### config.mk
export PLATFORM = sky130hd
export DESIGN_NAME = adc_control_and_output_port
export DESIGN_NICKNAME = d
export VERILOG_FILES = /design/src/design/adc_ctrl_pkg.sv /design/src/design/adc_control_and_output_port.sv
export SDC_FILE = /design/constraint.sdc
export NUM_CORES = 1
export LEC_CHECK = 0
export BUFFER_PORTS_ARGS = -buffer_cell sky130_fd_sc_hd__buf_4
export CAP_MARGIN = 5
export CORE_ASPECT_RATIO = 0.9
export CORE_MARGIN = 1
export CORE_UTILIZATION = 44
export CTS_CLUSTER_DIAMETER = 30
export CTS_CLUSTER_SIZE = 16
export DETAILED_ROUTE_END_ITERATION = 10
export MAX_ROUTING_LAYER = met4
export PLACE_DENSITY_LB_ADDON = 0.05
export SYNTH_ARGS = -nofsm -noshare
export SYNTH_HDL_FRONTEND = slang
export SYNTH_SLANG_ARGS = --single-unit
### constraint.sdc
create_clock -name i_clk -period 2.43 [get_ports i_clk]
set_input_delay 0.1215 -clock i_clk [delete_from_list [all_inputs] [get_ports i_clk]]
set_output_delay 0.1215 -clock i_clk [all_outputs]
set_load 0.02 [all_outputs]
### src/design/adc_ctrl_pkg.sv
// How it works
// RL1 - Sample fixed delay after conversion clock falls
// RL2 - Host keeps conversion clock 300 kHz-2.5 MHz
// RL3 - Host never stops clock mid conversion
// RL4 - Calibrate high two clocks enters calibration
// RL5 - Reset high two clocks resets converter
// RL6 - Host resets before first calibration
// RL7 - Host calibrates after every power-up
// RL8 - Read enable low drives result bus
// RL9 - Read enable high releases result bus
// RL10 - Power-down low holds converter inactive
// RL11 - Power-down high allows normal converting
// RL12 - Done flag low marks fresh result
// RL13 - Result is 14-bit two's complement word
// RL14 - Done flag high in reset, calibration, power-down
// RL15 - Calibration ends alone; one result per period
package adc_ctrl_pkg;

    localparam int RESULT_W     = 14;
    localparam int REG_AW       = 4;
    localparam int REG_DW       = 8;
    localparam int CLK_PERIOD_NS = 8;

    // Conversion clock fall to sampling instant
    localparam int SAMPLE_DELAY_NS  = 16;
    localparam logic [3:0] SAMPLE_DELAY_CYC =
        4'((SAMPLE_DELAY_NS + CLK_PERIOD_NS - 1) / CLK_PERIOD_NS);

    // Level inputs must be seen over this many conversion clock falls
    localparam logic [1:0] HOLD_FALLS = 2'h2;

    // Register offsets
    localparam logic [REG_AW-1:0] OFF_STATUS = 4'h0;
    localparam logic [REG_AW-1:0] OFF_MASK   = 4'h4;
    localparam logic [REG_AW-1:0] OFF_STATE  = 4'h8;

    // Status bit positions
    localparam int EV_RESULT  = 0;
    localparam int EV_CALDONE = 1;
    localparam int EV_OVERRUN = 2;
    localparam int EV_RSTDONE = 3;
    localparam int EV_W       = 4;

    localparam logic [EV_W-1:0] STATUS_RST = 4'h0;
    localparam logic [EV_W-1:0] MASK_RST   = 4'h0;

    typedef enum logic [1:0] {
        ST_RESET = 2'b00,
        ST_RUN   = 2'b01,
        ST_CAL   = 2'b10,
        ST_PDOWN = 2'b11
    } conv_state_type;

endpackage

### src/design/adc_control_and_output_port.sv
// The register offsets and the strobed register port were left to the implementer.
`timescale 1ns/1ps
module adc_control_and_output_port
    import adc_ctrl_pkg::*;
#(
    parameter logic [15:0] CAL_CONV_CYCLES = 16'h0040
)(
    // Clock and reset
    input  wire logic                i_clk,
    input  wire logic                i_rst_b,
    // Converter pins from the host
    input  wire logic                i_conv_clk,
    input  wire logic                i_cal,
    input  wire logic                i_reset_req,
    input  wire logic                i_power_down_n,
    input  wire logic                i_read_n,
    // Quantizer code, offset binary, same clock domain
    input  wire logic [RESULT_W-1:0] i_sample,
    // Converter pins to the host
    output logic                     o_conv_done_n,
    output logic [RESULT_W-1:0]      o_result_bus,
    output logic                     o_result_oe,
    // Register port
    input  wire logic [REG_AW-1:0]   i_addr,
    input  wire logic [REG_DW-1:0]   i_wdata,
    input  wire logic                i_wr,
    input  wire logic                i_rd,
    output logic [REG_DW-1:0]        o_rdata,
    output logic                     o_irq
);

    localparam int SD = int'(SAMPLE_DELAY_CYC);

    function automatic logic reg_hit(input logic [REG_AW-1:0] a,
                                     input logic [REG_AW-1:0] off);
        reg_hit = (a == off);
    endfunction

    // Pin synchronisers: conv clock, cal, reset, power-down, read
    logic [4:0]            sync1;
    logic [4:0]            sync2;
    logic                  conv_d;
    logic                  conv_fall;
    logic                  cal_s;
    logic                  rst_s;
    logic                  pd_s;
    logic                  read_n_s;

    conv_state_type        state;
    conv_state_type        next_state;
    logic [1:0]            rst_cnt;
    logic [1:0]            cal_cnt;
    logic                  rst_active;
    logic                  cal_hit;
    logic [15:0]           cal_left;
    logic [3:0]            dly_cnt;
    logic                  sample_stb;
    logic [RESULT_W-1:0]   result;
    logic                  read_seen;
    logic [EV_W-1:0]       status;
    logic [EV_W-1:0]       mask;
    logic [EV_W-1:0]       events;
    logic                  status_wr;
    logic                  mask_wr;

    always_ff @(posedge i_clk)
    begin
        if (!i_rst_b)
        begin
            sync1 <= 5'h13;
            sync2 <= 5'h13;
        end
        else
        begin
            sync1 <= {i_conv_clk, i_cal, i_reset_req, i_power_down_n,
                      i_read_n};
            sync2 <= sync1;
        end
    end

    always_ff @(posedge i_clk)
    begin
        if (!i_rst_b)
            conv_d <= 1'b1;
        else
            conv_d <= sync2[4];
    end

    assign conv_fall = conv_d & ~sync2[4];
    assign cal_s     = sync2[3];
    assign rst_s     = sync2[2];
    assign pd_s      = sync2[1];
    assign read_n_s  = sync2[0];

    // Count conversion clock falls while a level input stays high
    always_ff @(posedge i_clk)
    begin
        if (!i_rst_b)
            rst_cnt <= 2'h0;
        else if (!rst_s)
            rst_cnt <= 2'h0;
        else if (conv_fall && rst_cnt != HOLD_FALLS)
            rst_cnt <= rst_cnt + 2'h1;
    end

    always_ff @(posedge i_clk)
    begin
        if (!i_rst_b)
            cal_cnt <= 2'h0;
        else if (!cal_s)
            cal_cnt <= 2'h0;
        else if (conv_fall && cal_cnt != HOLD_FALLS)
            cal_cnt <= cal_cnt + 2'h1;
    end

    // Reset acts for as long as the qualified level stays high
    assign rst_active = rst_s && rst_cnt == HOLD_FALLS;  // [RL5]
    // Calibration is taken once per high level, so holding it
    // high does not restart the sequence
    assign cal_hit = conv_fall && cal_s
                   && cal_cnt == HOLD_FALLS - 2'h1;      // [RL4]

    always_comb
    begin
        next_state = state;
        if (rst_active)
            next_state = ST_RESET;                       // [RL5]
        else if (!pd_s)
            next_state = ST_PDOWN;                       // [RL10]
        else
        begin
            case (state)
                ST_RESET: next_state = ST_RUN;
                ST_PDOWN: next_state = ST_RUN;           // [RL11]
                ST_RUN:
                    if (cal_hit)
                        next_state = ST_CAL;             // [RL4]
                ST_CAL:
                    if (conv_fall && cal_left == 16'h0001)
                        next_state = ST_RUN;             // [RL15]
                default: next_state = ST_RESET;
            endcase
        end
    end

    always_ff @(posedge i_clk)
    begin
        if (!i_rst_b)
            state <= ST_RESET;
        else
            state <= next_state;
    end

    always_ff @(posedge i_clk)
    begin
        if (!i_rst_b)
            cal_left <= 16'h0000;
        else if (state != ST_CAL)
            cal_left <= CAL_CONV_CYCLES;
        else if (conv_fall && cal_left != 16'h0000)
            cal_left <= cal_left - 16'h0001;
    end

    // Sampling instant trails each fall by a fixed delay
    always_ff @(posedge i_clk)
    begin
        if (!i_rst_b)
            dly_cnt <= 4'h0;
        else if (next_state != ST_RUN)
            dly_cnt <= 4'h0;
        else if (conv_fall && state == ST_RUN)
            dly_cnt <= SAMPLE_DELAY_CYC;                 // [RL1]
        else if (dly_cnt != 4'h0)
            dly_cnt <= dly_cnt - 4'h1;
    end

    assign sample_stb = (dly_cnt == 4'h1);               // [RL1]

    // Offset binary to two's complement by flipping the sign bit
    always_ff @(posedge i_clk)
    begin
        if (!i_rst_b)
            result <= '0;
        else if (sample_stb)
            result <= {~i_sample[RESULT_W-1],
                       i_sample[RESULT_W-2:0]};          // [RL13]
    end

    // Done flag falls with each fresh result, rises at next fall
    always_ff @(posedge i_clk)
    begin
        if (!i_rst_b)
            o_conv_done_n <= 1'b1;
        else if (state != ST_RUN)
            o_conv_done_n <= 1'b1;                       // [RL14]
        else if (sample_stb)
            o_conv_done_n <= 1'b0;                       // [RL12] [RL15]
        else if (conv_fall)
            o_conv_done_n <= 1'b1;
    end

    // Bus released whenever read is high; low when released
    always_ff @(posedge i_clk)
    begin
        if (!i_rst_b)
        begin
            o_result_oe  <= 1'b0;
            o_result_bus <= '0;
        end
        else
        begin
            o_result_oe  <= ~read_n_s;                   // [RL8] [RL9]
            o_result_bus <= read_n_s ? '0 : result;      // [RL8] [RL9]
        end
    end

    always_ff @(posedge i_clk)
    begin
        if (!i_rst_b)
            read_seen <= 1'b1;
        else if (sample_stb)
            read_seen <= 1'b0;
        else if (!read_n_s)
            read_seen <= 1'b1;
    end

    // Interrupt events
    always_comb
    begin
        events              = '0;
        events[EV_RESULT]   = sample_stb;
        events[EV_CALDONE]  = state == ST_CAL && next_state == ST_RUN;
        events[EV_OVERRUN]  = sample_stb && !read_seen;
        events[EV_RSTDONE]  = state == ST_RESET && next_state != ST_RESET;
    end

    assign status_wr = i_wr && reg_hit(i_addr, OFF_STATUS);
    assign mask_wr   = i_wr && reg_hit(i_addr, OFF_MASK);

    // A new event wins over a write-one clear in the same cycle
    always_ff @(posedge i_clk)
    begin
        if (!i_rst_b)
            status <= STATUS_RST;
        else if (status_wr)
            status <= (status & ~i_wdata[EV_W-1:0]) | events;
        else
            status <= status | events;
    end

    always_ff @(posedge i_clk)
    begin
        if (!i_rst_b)
            mask <= MASK_RST;
        else if (mask_wr)
            mask <= i_wdata[EV_W-1:0];
    end

    always_ff @(posedge i_clk)
    begin
        if (!i_rst_b)
            o_irq <= 1'b0;
        else
            o_irq <= |(status & mask);
    end

    // Read data valid in the cycle after the strobe, zero otherwise
    always_ff @(posedge i_clk)
    begin
        if (!i_rst_b)
            o_rdata <= '0;
        else if (!i_rd)
            o_rdata <= '0;
        else if (reg_hit(i_addr, OFF_STATUS))
            o_rdata <= {{(REG_DW-EV_W){1'b0}}, status};
        else if (reg_hit(i_addr, OFF_MASK))
            o_rdata <= {{(REG_DW-EV_W){1'b0}}, mask};
        else if (reg_hit(i_addr, OFF_STATE))
            o_rdata <= {6'h00, state};
        else
            o_rdata <= '0;
    end

    a_sample_delay: assert property (   // [RL1]
        @(posedge i_clk) disable iff (!i_rst_b)
        sample_stb |-> $past(conv_fall, SD) && state == ST_RUN)
        else $error("sample not at fixed delay after clock fall");

    a_cal_entry: assert property (   // [RL4]
        @(posedge i_clk) disable iff (!i_rst_b)
        cal_hit && !rst_active && pd_s && state == ST_RUN
        |=> state == ST_CAL)
        else $error("calibration not entered");

    a_reset_hold: assert property (   // [RL5]
        @(posedge i_clk) disable iff (!i_rst_b)
        rst_active |=> state == ST_RESET && o_conv_done_n)
        else $error("converter not held in reset");

    a_bus_drive: assert property (   // [RL8]
        @(posedge i_clk) disable iff (!i_rst_b)
        !read_n_s |=> o_result_oe && o_result_bus == $past(result))
        else $error("result bus not driven during read");

    a_bus_release: assert property (   // [RL9]
        @(posedge i_clk) disable iff (!i_rst_b)
        read_n_s |=> !o_result_oe && o_result_bus == '0)
        else $error("result bus not released");

    a_pd_enter: assert property (   // [RL10]
        @(posedge i_clk) disable iff (!i_rst_b)
        !pd_s && !rst_active |=> state == ST_PDOWN ##1 o_conv_done_n)
        else $error("power-down not entered");

    a_pd_resume: assert property (   // [RL11]
        @(posedge i_clk) disable iff (!i_rst_b)
        state == ST_PDOWN && pd_s && !rst_active |=> state == ST_RUN)
        else $error("converter did not resume");

    a_done_flag: assert property (   // [RL12]
        @(posedge i_clk) disable iff (!i_rst_b)
        sample_stb && state == ST_RUN && next_state == ST_RUN
        |=> !o_conv_done_n && status[EV_RESULT])
        else $error("done flag missing after result");

    a_twos_comp: assert property (   // [RL13]
        @(posedge i_clk) disable iff (!i_rst_b)
        sample_stb |=> result == {~$past(i_sample[RESULT_W-1]),
                                  $past(i_sample[RESULT_W-2:0])})
        else $error("result not two's complement of sample");

    a_done_idle: assert property (   // [RL14]
        @(posedge i_clk) disable iff (!i_rst_b)
        state != ST_RUN |=> o_conv_done_n)
        else $error("done flag low outside normal mode");

    a_cal_return: assert property (   // [RL15]
        @(posedge i_clk) disable iff (!i_rst_b)
        state == ST_CAL && conv_fall && cal_left == 16'h0001
        && pd_s && !rst_active |=> state == ST_RUN && status[EV_CALDONE])
        else $error("calibration did not end on its own");

endmodule // adc_control_and_output_port

== Yosys cells after proc, flatten, opt, wreduce, memory -nomap -nowiden ==
Index checks and enable logic that the tools add are counted.

* Bits of input ports: 35
* Register bits after elaboration: 85
* Output and inout port bits: 25

* Add/subtract/negate cells: 4
* Reduce and logical (&&, ||, !) cells: 33
* Muxes and demuxes: 17
* Eq/ne operators: 16
* Bitwise logic cells: 11

{| class="wikitable"
|+ Operator list
! cell !! count
|-
| $eq A16 B1 Y1 const B || 1
|-
| $reduce_bool A16 Y1 || 1
|-
| $sub A16 B1 Y16 const B || 1
|-
| $mux W2 || 7
|-
| $mux W7 || 2
|-
| $logic_and A1 B1 Y1 || 13
|-
| $mux W4 || 3
|-
| $reduce_or A2 Y1 || 5
|-
| $and A4 B4 Y4 || 2
|-
| $or A4 B4 Y4 || 2
|-
| $reduce_bool A2 Y1 || 4
|-
| $reduce_or A4 Y1 || 2
|-
| $eq A2 B1 Y1 const B || 3
|-
| $eq A2 B2 Y1 const B || 3
|-
| $ne A2 B1 Y1 const B || 3
|-
| $ne A2 B2 Y1 const B || 3
|-
| $pmux W2 S3 || 1
|-
| $reduce_and A2 Y1 || 3
|-
| $not A1 Y1 || 5
|-
| $add A2 B1 Y2 const B || 2
|-
| $eq A4 B1 Y1 const B || 1
|-
| $eq A4 B3 Y1 const B || 1
|-
| $eq A4 B4 Y1 const B || 1
|-
| $logic_not A4 Y1 || 1
|-
| other kinds (8) || 11
|}

== Logic depth before layout (Yosys ltp) ==
Gate-level depths: netlist (run 1).

* Depth after elaboration: 12
* Depth in mapped cells: 7
* Mapped depth without buffers: 6

== Worst setup path after synthesis (run 1) ==
OpenSTA, ideal clock, no wires.

* Kind: flip-flop to flip-flop
* From: register cal_left[11]
* To: register dly_cnt[1]
* Arrival time: 1.620 ns
* Library setup time: 0.088 ns
* Path buffers: 1
* Cell stages (with the launch flop): 6
* Setup slack: 0.722 ns
* Data required time: 2.342 ns
* Path through: dfxtp_1 or4_1 buf_6 nor3b_4 a32oi_2 a311oi_2

* Word-level cells in the longest chain between the ends: 8

{| class="wikitable"
|+ Ends and longest elaborated chain
! item !! line !! RTL
|-
| start: declaration || adc_control_and_output_port.sv:55 || <nowiki>logic [15:0] cal_left;</nowiki>
|-
| start signal: assignment || adc_control_and_output_port.sv:161 || <nowiki>cal_left <= cal_left - 16'h0001;</nowiki>
|-
| $eq A16 B1 Y1 || adc_control_and_output_port.sv:139 || <nowiki>if (conv_fall && cal_left == 16'h0001)</nowiki>
|-
| $logic_and A1 B1 Y1 || adc_control_and_output_port.sv:139 ||
|-
| $mux W2 || adc_control_and_output_port.sv:139 ||
|-
| $pmux W2 S3 || adc_control_and_output_port.sv:132 || <nowiki>case (state)</nowiki>
|-
| $mux W2 || adc_control_and_output_port.sv:128 || <nowiki>else if (!pd_s)</nowiki>
|-
| $mux W2 || adc_control_and_output_port.sv:126 || <nowiki>if (rst_active)</nowiki>
|-
| $ne A2 B1 Y1 || adc_control_and_output_port.sv:169 || <nowiki>else if (next_state != ST_RUN)</nowiki>
|-
| $reduce_or A2 Y1 (no line) || n/a ||
|-
| end signal: assignment || adc_control_and_output_port.sv:174 || <nowiki>dly_cnt <= dly_cnt - 4'h1;</nowiki>
|-
| end: declaration || adc_control_and_output_port.sv:56 || <nowiki>logic [3:0] dly_cnt;</nowiki>
|}

No other way between the ends.
A chain may end at the register's enable or synchronous reset.

== Final worst setup path (run 1) ==
Ends and elaborated chain as after synthesis.

==> results of run 1 <==
-- state kept, by name, indices dropped and copies added, names as in the netlist --
signal	count
cal_cnt	2
cal_left	16
conv_d	1
dly_cnt	4
mask	4
o_conv_done_n	1
o_irq	1
o_rdata	4
o_result_bus	14
o_result_oe	1
read_seen	1
result	14
rst_cnt	2
state	2
status	4
sync1	5
sync2	5
-- cells in the final DEF, fill, tap and decap left out, types with 3 or more instances in the layout --
master | netlist | layout
a211oi_1 | 3 | 3
a21boi_0 | 18 | 18
a21oi_1 | 9 | 9
a22oi_1 | 3 | 3
a31oi_1 | 5 | 5
a41o_1 | 5 | 5
and2_1 | 21 | 21
and3_1 | 3 | 3
buf_4 | 4 | 54
clkbuf_8 | 0 | 10
conb_1 | 1 | 4
dfxtp_1 | 81 | 81
dlygate4sd3_1 | 0 | 6
ha_1 | 9 | 9
inv_1 | 12 | 12
mux2i_1 | 7 | 7
nand2_1 | 50 | 50
nand2b_1 | 9 | 9
nand3_1 | 8 | 8
nand4b_1 | 3 | 3
nor2_1 | 24 | 24
nor2b_1 | 11 | 11
nor3_1 | 10 | 10
nor4_1 | 3 | 3
o21ai_0 | 7 | 7
o31ai_1 | 4 | 4
o41ai_1 | 3 | 3
or4_1 | 4 | 4
-- cells by family (layout without fill, tap and decap cells) --
logic type                 count (synthesis)  in the layout  share of synthesized area (%)
AOI/OAI and AO/OA                         81             81                          17.76
xor gates and xnor gates                   2              2                         0.5064
adders and majority gates                  9              9                          3.255
buffers and inverters                     33             88                          4.448
DFF                                       81             81                          46.87
muxes                                      7              7                          2.025
other                                      1              4                         0.1084
and+or+nand+nor                          159            159                          25.03
-- through the flow --
step	total power, mW	util [%]	setup slack [ps]
after detailed placement	1.551	51.27	503.8
final	2.529	54.77	483.2
after floorplan	1.489	-	721.9
after global placement	1.549	51.27	534.2
after CTS	2.570	54.77	476.4
after global routing	2.638	54.77	356.7
-- power breakdown --
group          switching [mW]  leakage [nW]  internal, mW
registers              0.0121         0.656          1.34
logic                  0.0863         0.931        0.0854
clock network           0.491         0.100         0.510
total                   0.590          1.69          1.94
-- worst max path at each step --
stage,to
2_1_floorplan,dly_cnt[1]
3_3_place_gp,dly_cnt[1]
3_5_place_dp,dly_cnt[1]
4_1_cts,dly_cnt[1]
5_1_grt,dly_cnt[1]
6_report,dly_cnt[1]
-- routing by layer --
| layer | vias up | track usage [%] | share of wire [%] |
|---|---|---|---|
| li1 | 1412 | - | - |
| met1 | 1308 | 25.34 | 51 |
| met2 | 54 | 28.05 | 44 |
| met3 | 6 | 5.851 | 4.2 |
| met4 | 0 | 4.885 | 1.0 |
| met5 | - | - | 0 |
-- worst min-delay path, stage by stage --
cell      delay (ps)
buf_4            110
nand2_1           40
a21boi_0          60
-- timing repair --
item	CTS	global route
hold endpoints to repair	7	0
gates resized for setup	0	0
hold buffers	6	0
-- layout make-up --
class	instances	share of cell area, %
well taps	96	2.892
clock inverters	5	1.537
inverters	12	1.085
flip-flops and latches	81	39.05
multi-input cells	262	40.83
repair buffers	60	11.21
clock buffers	11	3.405
==> flow_summary.json, run 1 <==
{
  "rsz0062_at_grt": "false",
  "synth.area.top_cells": "dfxtp_1, nand2_1, a21boi_0",
  "irDropWorstVdd_v": 0.0004024,
  "crit_family": "simple AND/OR/NAND/NOR gates",
  "cts-buffers-inserted": 9,
  "multi_input_area_um2": 1695,
  "ys_ff_latch": 81,
  "cp-start-kind": "register",
  "synth_cell_types": 58,
  "cts_tree": "done",
  "setup_violations": 0,
  "drt_pre_antenna_iters": 4,
  "hpwl_um": 4980,
  "routed-via-count": 2780,
  "holdWs_ps": 20.18,
  "final_area_um2": 4153,
  "drive_gt1_share_pct": 18.33,
  "whs_endpoint": "result[4]",
  "synthCells": 373,
  "synth_top_cell_area_share_pct": 46.87,
  "hold_class": "in2reg",
  "drt_iter0_drc": 127,
  "worstPathMaxFanout": 7,
  "hp-start": "i_sample[4]",
  "cap_viol_max_count": 0,
  "syn_area_per_cell_um2": 9.275,
  "rrSetupSlack_ps": 480,
  "startpoint": "cal_left[11]",
  "io-pin-count": 60,
  "dieArea_um2": 8222,
  "power_density_nw_per_um2": 609.1,
  "grt.total_usage_pct": 19.06,
  "instances_no_fill": 527,
  "min_path_cells": 3,
  "fin_crit_sh_pct": 80.12,
  "grt_pass1_wl_um": 11760,
  "routed_wl_um": 7061,
  "grt_max_degree": 28,
  "coreArea_um2": 7582,
  "worstPathArrival_ps": 2210,
  "drc": 0,
  "vias_per_cell": 5.275,
  "syn_to_final_growth_pct": 20.04,
  "clock_path_buffers": 2,
  "worst_path_max_delay_cell": "or4_1",
  "async_flop_share_pct": 0,
  "seq_area_um2": 1622,
  "synth_commonest_cells": "dfxtp_1, nand2_1, nor2_1",
  "portBuffers": 51,
  "gp_congestion": 0.8126,
  "fillers": 724,
  "critical_path_required_ps": 2690,
  "syn_area_um2": 3460,
  "yosysMostFrequentCell": "dfxtp_1",
  "clk_latency_ps": 350,
  "ys.flop_type": "dfxtp_1",
  "synth-edff-count": 0,
  "wl_per_cell_um": 13.40,
  "reg2reg_from": "cal_left[11]",
  "slowest_delay_ps": 730,
  "path_class": "reg2reg",
  "hold_violations": 0,
  "antenna_found_initial": 0,
  "clk_pin_slew_worst_paths_ps": 90,
  "core.rowCount": 30,
  "status": "finished, final reports clean",
  "cts-root-buf": "clkbuf_8",
  "tightest_slew_ps": 640.2,
  "reg2regPathDepth": 4,
  "nNetsFinal": 470,
  "h-tree-depth": 3,
  "grt_pass1_vias": 2537,
  "max_freq_ghz": 0.5137,
  "final.min_clock_period_ps": 1947,
  "yosysSeqAreaShare_pct": 46.87,
  "skew_ps": 12.31,
  "path_depth": 4,
  "slew_headroom_pct": 57.32,
  "post_dp_cell_area_um2": 3887,
  "n_antenna_cell": 0,
  "cts_setup_buffers": 0,
  "initial_core_util_pct": 45.63,
  "drtAntennaViolNets": 0,
  "r2r_end": "dly_cnt[1]",
  "end_kind": "register",
  "die_h_um": 86.12,
  "yosys.area.top_type": "dfxtp_1",
  "grt-ovfl-total": 0,
  "dp.cells": 505,
  "cts.sinks": 81,
  "yosys_warnings": 0,
  "power_leakage_nw": 1.687,
  "die_w_um": 95.47,
  "crit_chain": "or4_1 -> nor3b_4 -> a32oi_2 -> a311oi_2",
  "slew_viol_final": 0,
  "setup_tns_ps": 0,
  "critical_path_buf_inv_count": 0
}
(Power assumes the default switching activity.)
==> run 2, diff against run 1 <==
- clock period: 2.43 -> 1.82 ns (I/O delays scaled with it)
==> flow_summary.json, run 2 (same netlist as run 1, synthesis figures left out) <==
{
  "min_path_cells": 3,
  "initial_core_util_pct": 45.63,
  "cts_tree": "done",
  "hold_class": "in2reg",
  "instances_no_fill": 555,
  "fin_crit_sh_pct": 95.18,
  "drt_iter0_drc": 98,
  "tightest_slew_ps": 861.9,
  "clk_pin_slew_worst_paths_ps": 80,
  "critical_path_required_ps": 2080,
  "end_kind": "register",
  "drive_gt1_share_pct": 21.35,
  "pwr-share-clk_pct": 44.7,
  "gp_congestion": 0.8033,
  "hpwl_um": 4923,
  "path_depth": 4,
  "grt.total_usage_pct": 19.71,
  "routed-via-count": 2825,
  "hold_violations": 0,
  "setup_violations": 0,
  "slew_headroom_pct": 42.42,
  "critical_path_buf_inv_count": 0,
  "worstPathMaxFanout": 5,
  "slowest_delay_ps": 600,
  "fillers": 687,
  "clk_latency_ps": 340,
  "coreArea_um2": 7582,
  "syn_to_final_growth_pct": 29.87,
  "nNetsFinal": 499,
  "grt_pass1_vias": 2683,
  "final.min_clock_period_ps": 1732,
  "max_freq_ghz": 0.5773,
  "portBuffers": 51,
  "slew_viol_final": 0,
  "cts-buffers-inserted": 9,
  "p_sw_share_pct": 20.49,
  "grt-ovfl-total": 0,
  "io-pin-count": 60,
  "die_w_um": 95.47,
  "worst_slack_ps": 87.75,
  "dieArea_um2": 8222,
  "grt_max_degree": 27,
  "largestRegisters": "cal_left: 16 flops, o_result_bus: 14 flops, result: 14 flops",
  "h-tree-depth": 3,
  "dp.cells": 519,
  "pwr-share-seq_pct": 48.2,
  "core.rowCount": 30,
  "power_leakage_nw": 1.847,
  "routed_wl_um": 7149,
  "worst_path_max_delay_cell": "or4_4",
  "p_sw_mw": 0.7693,
  "vias_per_cell": 5.090,
  "seq_area_um2": 1623,
  "clock_path_buffers": 2,
  "reg2regPathDepth": 4,
  "worstPathArrival_ps": 1990,
  "grt_pass1_wl_um": 12180,
  "top_register": "cal_left",
  "status": "finished, final reports clean",
  "pwr-share-comb_pct": 7.0,
  "path_class": "reg2reg",
  "skew_ps": 6.567,
  "cp-start-kind": "register",
  "layout_common_cells": "dfxtp_1, buf_4, nand2_1, nor2_1",
  "drc": 0,
  "cts-root-buf": "clkbuf_8",
  "antenna_found_initial": 0,
  "drtAntennaViolNets": 0,
  "largest_reg_flops": 16,
  "irDropWorstVdd_v": 0.0004982,
  "crit_family": "simple AND/OR/NAND/NOR gates",
  "multi_input_area_um2": 1728,
  "cts.sinks": 81,
  "cap_viol_max_count": 0,
  "place_ws_ps": -27.16,
  "rsz0062_at_grt": "true",
  "intPower_mw": 2.985,
  "drt_pre_antenna_iters": 4,
  "n_antenna_cell": 0,
  "wl_per_cell_um": 12.88,
  "crit_chain": "or4_4 -> nor3b_4 -> a32oi_2 -> a311oi_2",
  "layout_commonest_cell": "dfxtp_1",
  "power_density_nw_per_um2": 835.5,
  "die_h_um": 86.12,
  "holdWs_ps": 9.552
}
run 2: changes by cell type in the layout (fill, tap and decap cells not counted), sizes merged:
cell	delta
buf	+14
clkbuf	-1
clkinv	-1
bufinv	+3
clkinvlp	-1
dlygate4sd3	+15
inv	-1
run 2: layout make-up:
type | instances | area share [%]
flip-flops and latches | 81 | 36.12
inverters | 12 | 1.003
clock inverters | 5 | 2.868
multi-input cells | 262 | 38.46
repair buffers | 89 | 16.04
well taps | 96 | 2.673
clock buffers | 10 | 2.840
run 2: timing repair:
item                                   CTS  global route
hold buffers                            21             0
buffers inserted                         0             0
setup endpoints to repair                1             8
cloned                                   0             0
pin swaps                                0             5
gates resized for setup                  1             5
endpoints found under the hold margin   22             0
run 2: stage by stage:
step | cell area (µm²) | TNS [ps] | util [%] | power [mW]
after floorplan | 3471 | 0 | - | 1.988
after global placement | 3993 | 0 | 52.66 | 2.073
after detailed placement | 3993 | -27.16 | 52.66 | 2.076
after CTS | 4463 | 0 | 58.86 | 3.795
after global routing | 4493 | -3.358 | 59.26 | 3.920
final | 4493 | 0 | 59.26 | 3.754
run 2: final timing paths:
check          startpoint    endpoint  slack, ps
min           i_sample[2]   result[2]         10
max reg2reg  cal_left[13]  dly_cnt[1]         90
min reg2reg      sync1[1]    sync2[1]        410
max          cal_left[13]  dly_cnt[1]         90
run 2: worst reg2reg max path, delay by kind of cell (launching register included):
family | cells | cell delay (ps)
compound gates | 2 | 450
flops | 1 | 310
simple gates | 2 | 890
run 2: power groups by stage:
stage               clock, mW  sequential (mW)  combinational (mW)
floorplan                   0             1.85               0.138
global placement            0             1.85               0.221
detailed placement          0             1.85               0.223
CTS                      1.73             1.81               0.259
global route             1.81             1.82               0.291
finish                   1.68             1.81               0.264
run 2: metal layers:
| layer | up-vias | global-route usage, % | part of all wire [%] | wire [µm] |
|---|---|---|---|---|
| li1 | 1467 | - | - | - |
| met4 | 0 | 5.020 | 0.95 | 68 |
| met2 | 68 | 29.42 | 43 | 3044 |
| met5 | - | - | 0 | 0 |
| met3 | 10 | 6.117 | 4.8 | 341 |
| met1 | 1280 | 25.86 | 52 | 3695 |
==> run 3, diff against run 2 <==
- RECOVER_POWER: default -> 50
- clock period: 1.82 -> 1.9 ns (I/O delays scaled with it)
==> flow_summary.json, run 3 (same netlist as run 1, synthesis figures left out) <==
{
  "fillers": 742,
  "cts.sinks": 81,
  "critical_path_required_ps": 2120,
  "reg2regPathDepth": 6,
  "clock_path_buffers": 2,
  "holdWs_ps": 14.50,
  "pwr-share-comb_pct": 7.1,
  "cap_viol_max_count": 0,
  "largest_reg_flops": 16,
  "power_leakage_nw": 1.668,
  "wl_per_cell_um": 12.99,
  "gp_congestion": 0.8087,
  "antenna_found_initial": 0,
  "grt-ovfl-total": 0,
  "layout_commonest_cell": "dfxtp_1",
  "layout_common_cells": "dfxtp_1, nand2_1, buf_4, nor2_1, clkbuf_1",
  "reg2reg_from": "state[1]",
  "tightest_slew_ps": 845.5,
  "power_density_nw_per_um2": 779.6,
  "grt_pass1_wl_um": 11600,
  "core.rowCount": 30,
  "largestRegisters": "cal_left: 16 flops, o_result_bus: 14 flops, result: 14 flops",
  "rsz0062_at_grt": "true",
  "top_register": "cal_left",
  "pwr-share-clk_pct": 40.2,
  "nNetsFinal": 486,
  "cts-root-buf": "clkbuf_8",
  "dieArea_um2": 8222,
  "drc": 0,
  "p_sw_mw": 0.7166,
  "drt_pre_antenna_iters": 4,
  "skew_ps": 7.378,
  "utilization_pct": 55.66,
  "h-tree-depth": 3,
  "syn_to_final_growth_pct": 21.99,
  "clk_latency_ps": 340,
  "drt_iter0_drc": 148,
  "vias_per_cell": 5.201,
  "routed-via-count": 2819,
  "end_kind": "register",
  "hold_violations": 0,
  "cts-buffers-inserted": 9,
  "p_sw_share_pct": 21.78,
  "io-pin-count": 60,
  "n_antenna_cell": 0,
  "worst_path_max_delay_cell": "dfxtp_1",
  "worstPathMaxFanout": 4,
  "die_w_um": 95.47,
  "die_h_um": 86.12,
  "coreArea_um2": 7582,
  "intPower_mw": 2.574,
  "drtAntennaViolNets": 0,
  "startpoint": "state[1]",
  "cts_tree": "done",
  "max_freq_ghz": 0.5555,
  "cp-start-kind": "register",
  "routed_wl_um": 7042,
  "grt_pass1_vias": 2490,
  "clk_pin_slew_worst_paths_ps": 80,
  "hp-start": "i_sample[12]",
  "fin_crit_sh_pct": 94.74,
  "irDropWorstVdd_v": 0.0005208,
  "slew_headroom_pct": 43.52,
  "place_ws_ps": 67.46,
  "slowest_delay_ps": 380,
  "hold_class": "in2reg",
  "hpwl_um": 4894,
  "grt_max_degree": 30,
  "final.min_clock_period_ps": 1800,
  "crit_chain": "inv_1 -> ha_1 -> nand2_1 -> a311o_1 -> a31oi_1 -> o211ai_1",
  "pwr-share-seq_pct": 52.7,
  "portBuffers": 51,
  "initial_core_util_pct": 45.63,
  "drive_gt1_share_pct": 14.35,
  "min_path_cells": 3,
  "worst_slack_ps": 99.86,
  "path_class": "reg2reg",
  "setup_violations": 0,
  "slew_viol_final": 0,
  "worstPathArrival_ps": 2020,
  "status": "finished, final reports clean",
  "grt.total_usage_pct": 18.83
}
==> run 3: power by group through the flow <==
stage / clock [mW] / sequential [mW] / combinational (mW)
6_report: 1.32 / 1.73 / 0.234
5_1_grt: 1.44 / 1.74 / 0.257
4_1_cts: 1.38 / 1.73 / 0.235
3_5_place_dp: 0 / 1.77 / 0.211
3_3_place_gp: 0 / 1.77 / 0.209
2_1_floorplan: 0 / 1.77 / 0.132
==> run 3: timing repair <==
item | CTS | global route
hold endpoints to repair | 16 | 0
setup buffers | 0 | 0
resized for setup | 0 | 1
setup endpoints to repair | 0 | 4
hold buffers | 15 | 0
==> run 3: area by class of cell <==
cell class	count	area (µm²)	area share [%]
Timing Repair Buffer	76	525.5	12.45
Clock inverter	5	81.33	1.927
Clock buffer	10	127.6	3.024
Multi-Input combinational cell	262	1699	40.26
Sequential cell	81	1622	38.42
Inverter	12	45.04	1.067
Tap cell	96	120.1	2.846
==> run 3: worst max-delay path, delay by kind of cell (launching register included) <==
family                     cells  cell delay (ps)
buffers and inverters          1              110
and+or+nand+nor                1               80
adders and majority gates      1              340
AOI/OAI and AO/OA              3              770
DFF                            1              380
==> run 3: metrics by stage <==
stage                     TNS [ps]  cell area, µm²  cells  total power [mW]
after floorplan                  0            3471    376             1.904
after global placement           0            3940    512             1.983
after detailed placement         0            3940    512             1.985
after CTS                        0            4299    542             3.345
after global routing       -0.3579            4220    542             3.432
final                            0            4220    542             3.290
==> run 3: metal layers <==
| layer | vias up | track usage [%] | wire (µm) |
|---|---|---|---|
| li1 | 1449 | - | - |
| met1 | 1316 | 25.47 | 3632 |
| met2 | 47 | 27.27 | 3076 |
| met4 | 0 | 5.292 | 69 |
| met3 | 7 | 5.408 | 263 |
| met5 | - | - | 0 |
==> run 3: worst paths after layout <==
check | to | slack (ps)
setup / recovery | status[3] | 100
hold / removal | result[12] | 10
setup reg to reg | status[3] | 100
hold reg to reg | sync2[4] | 410
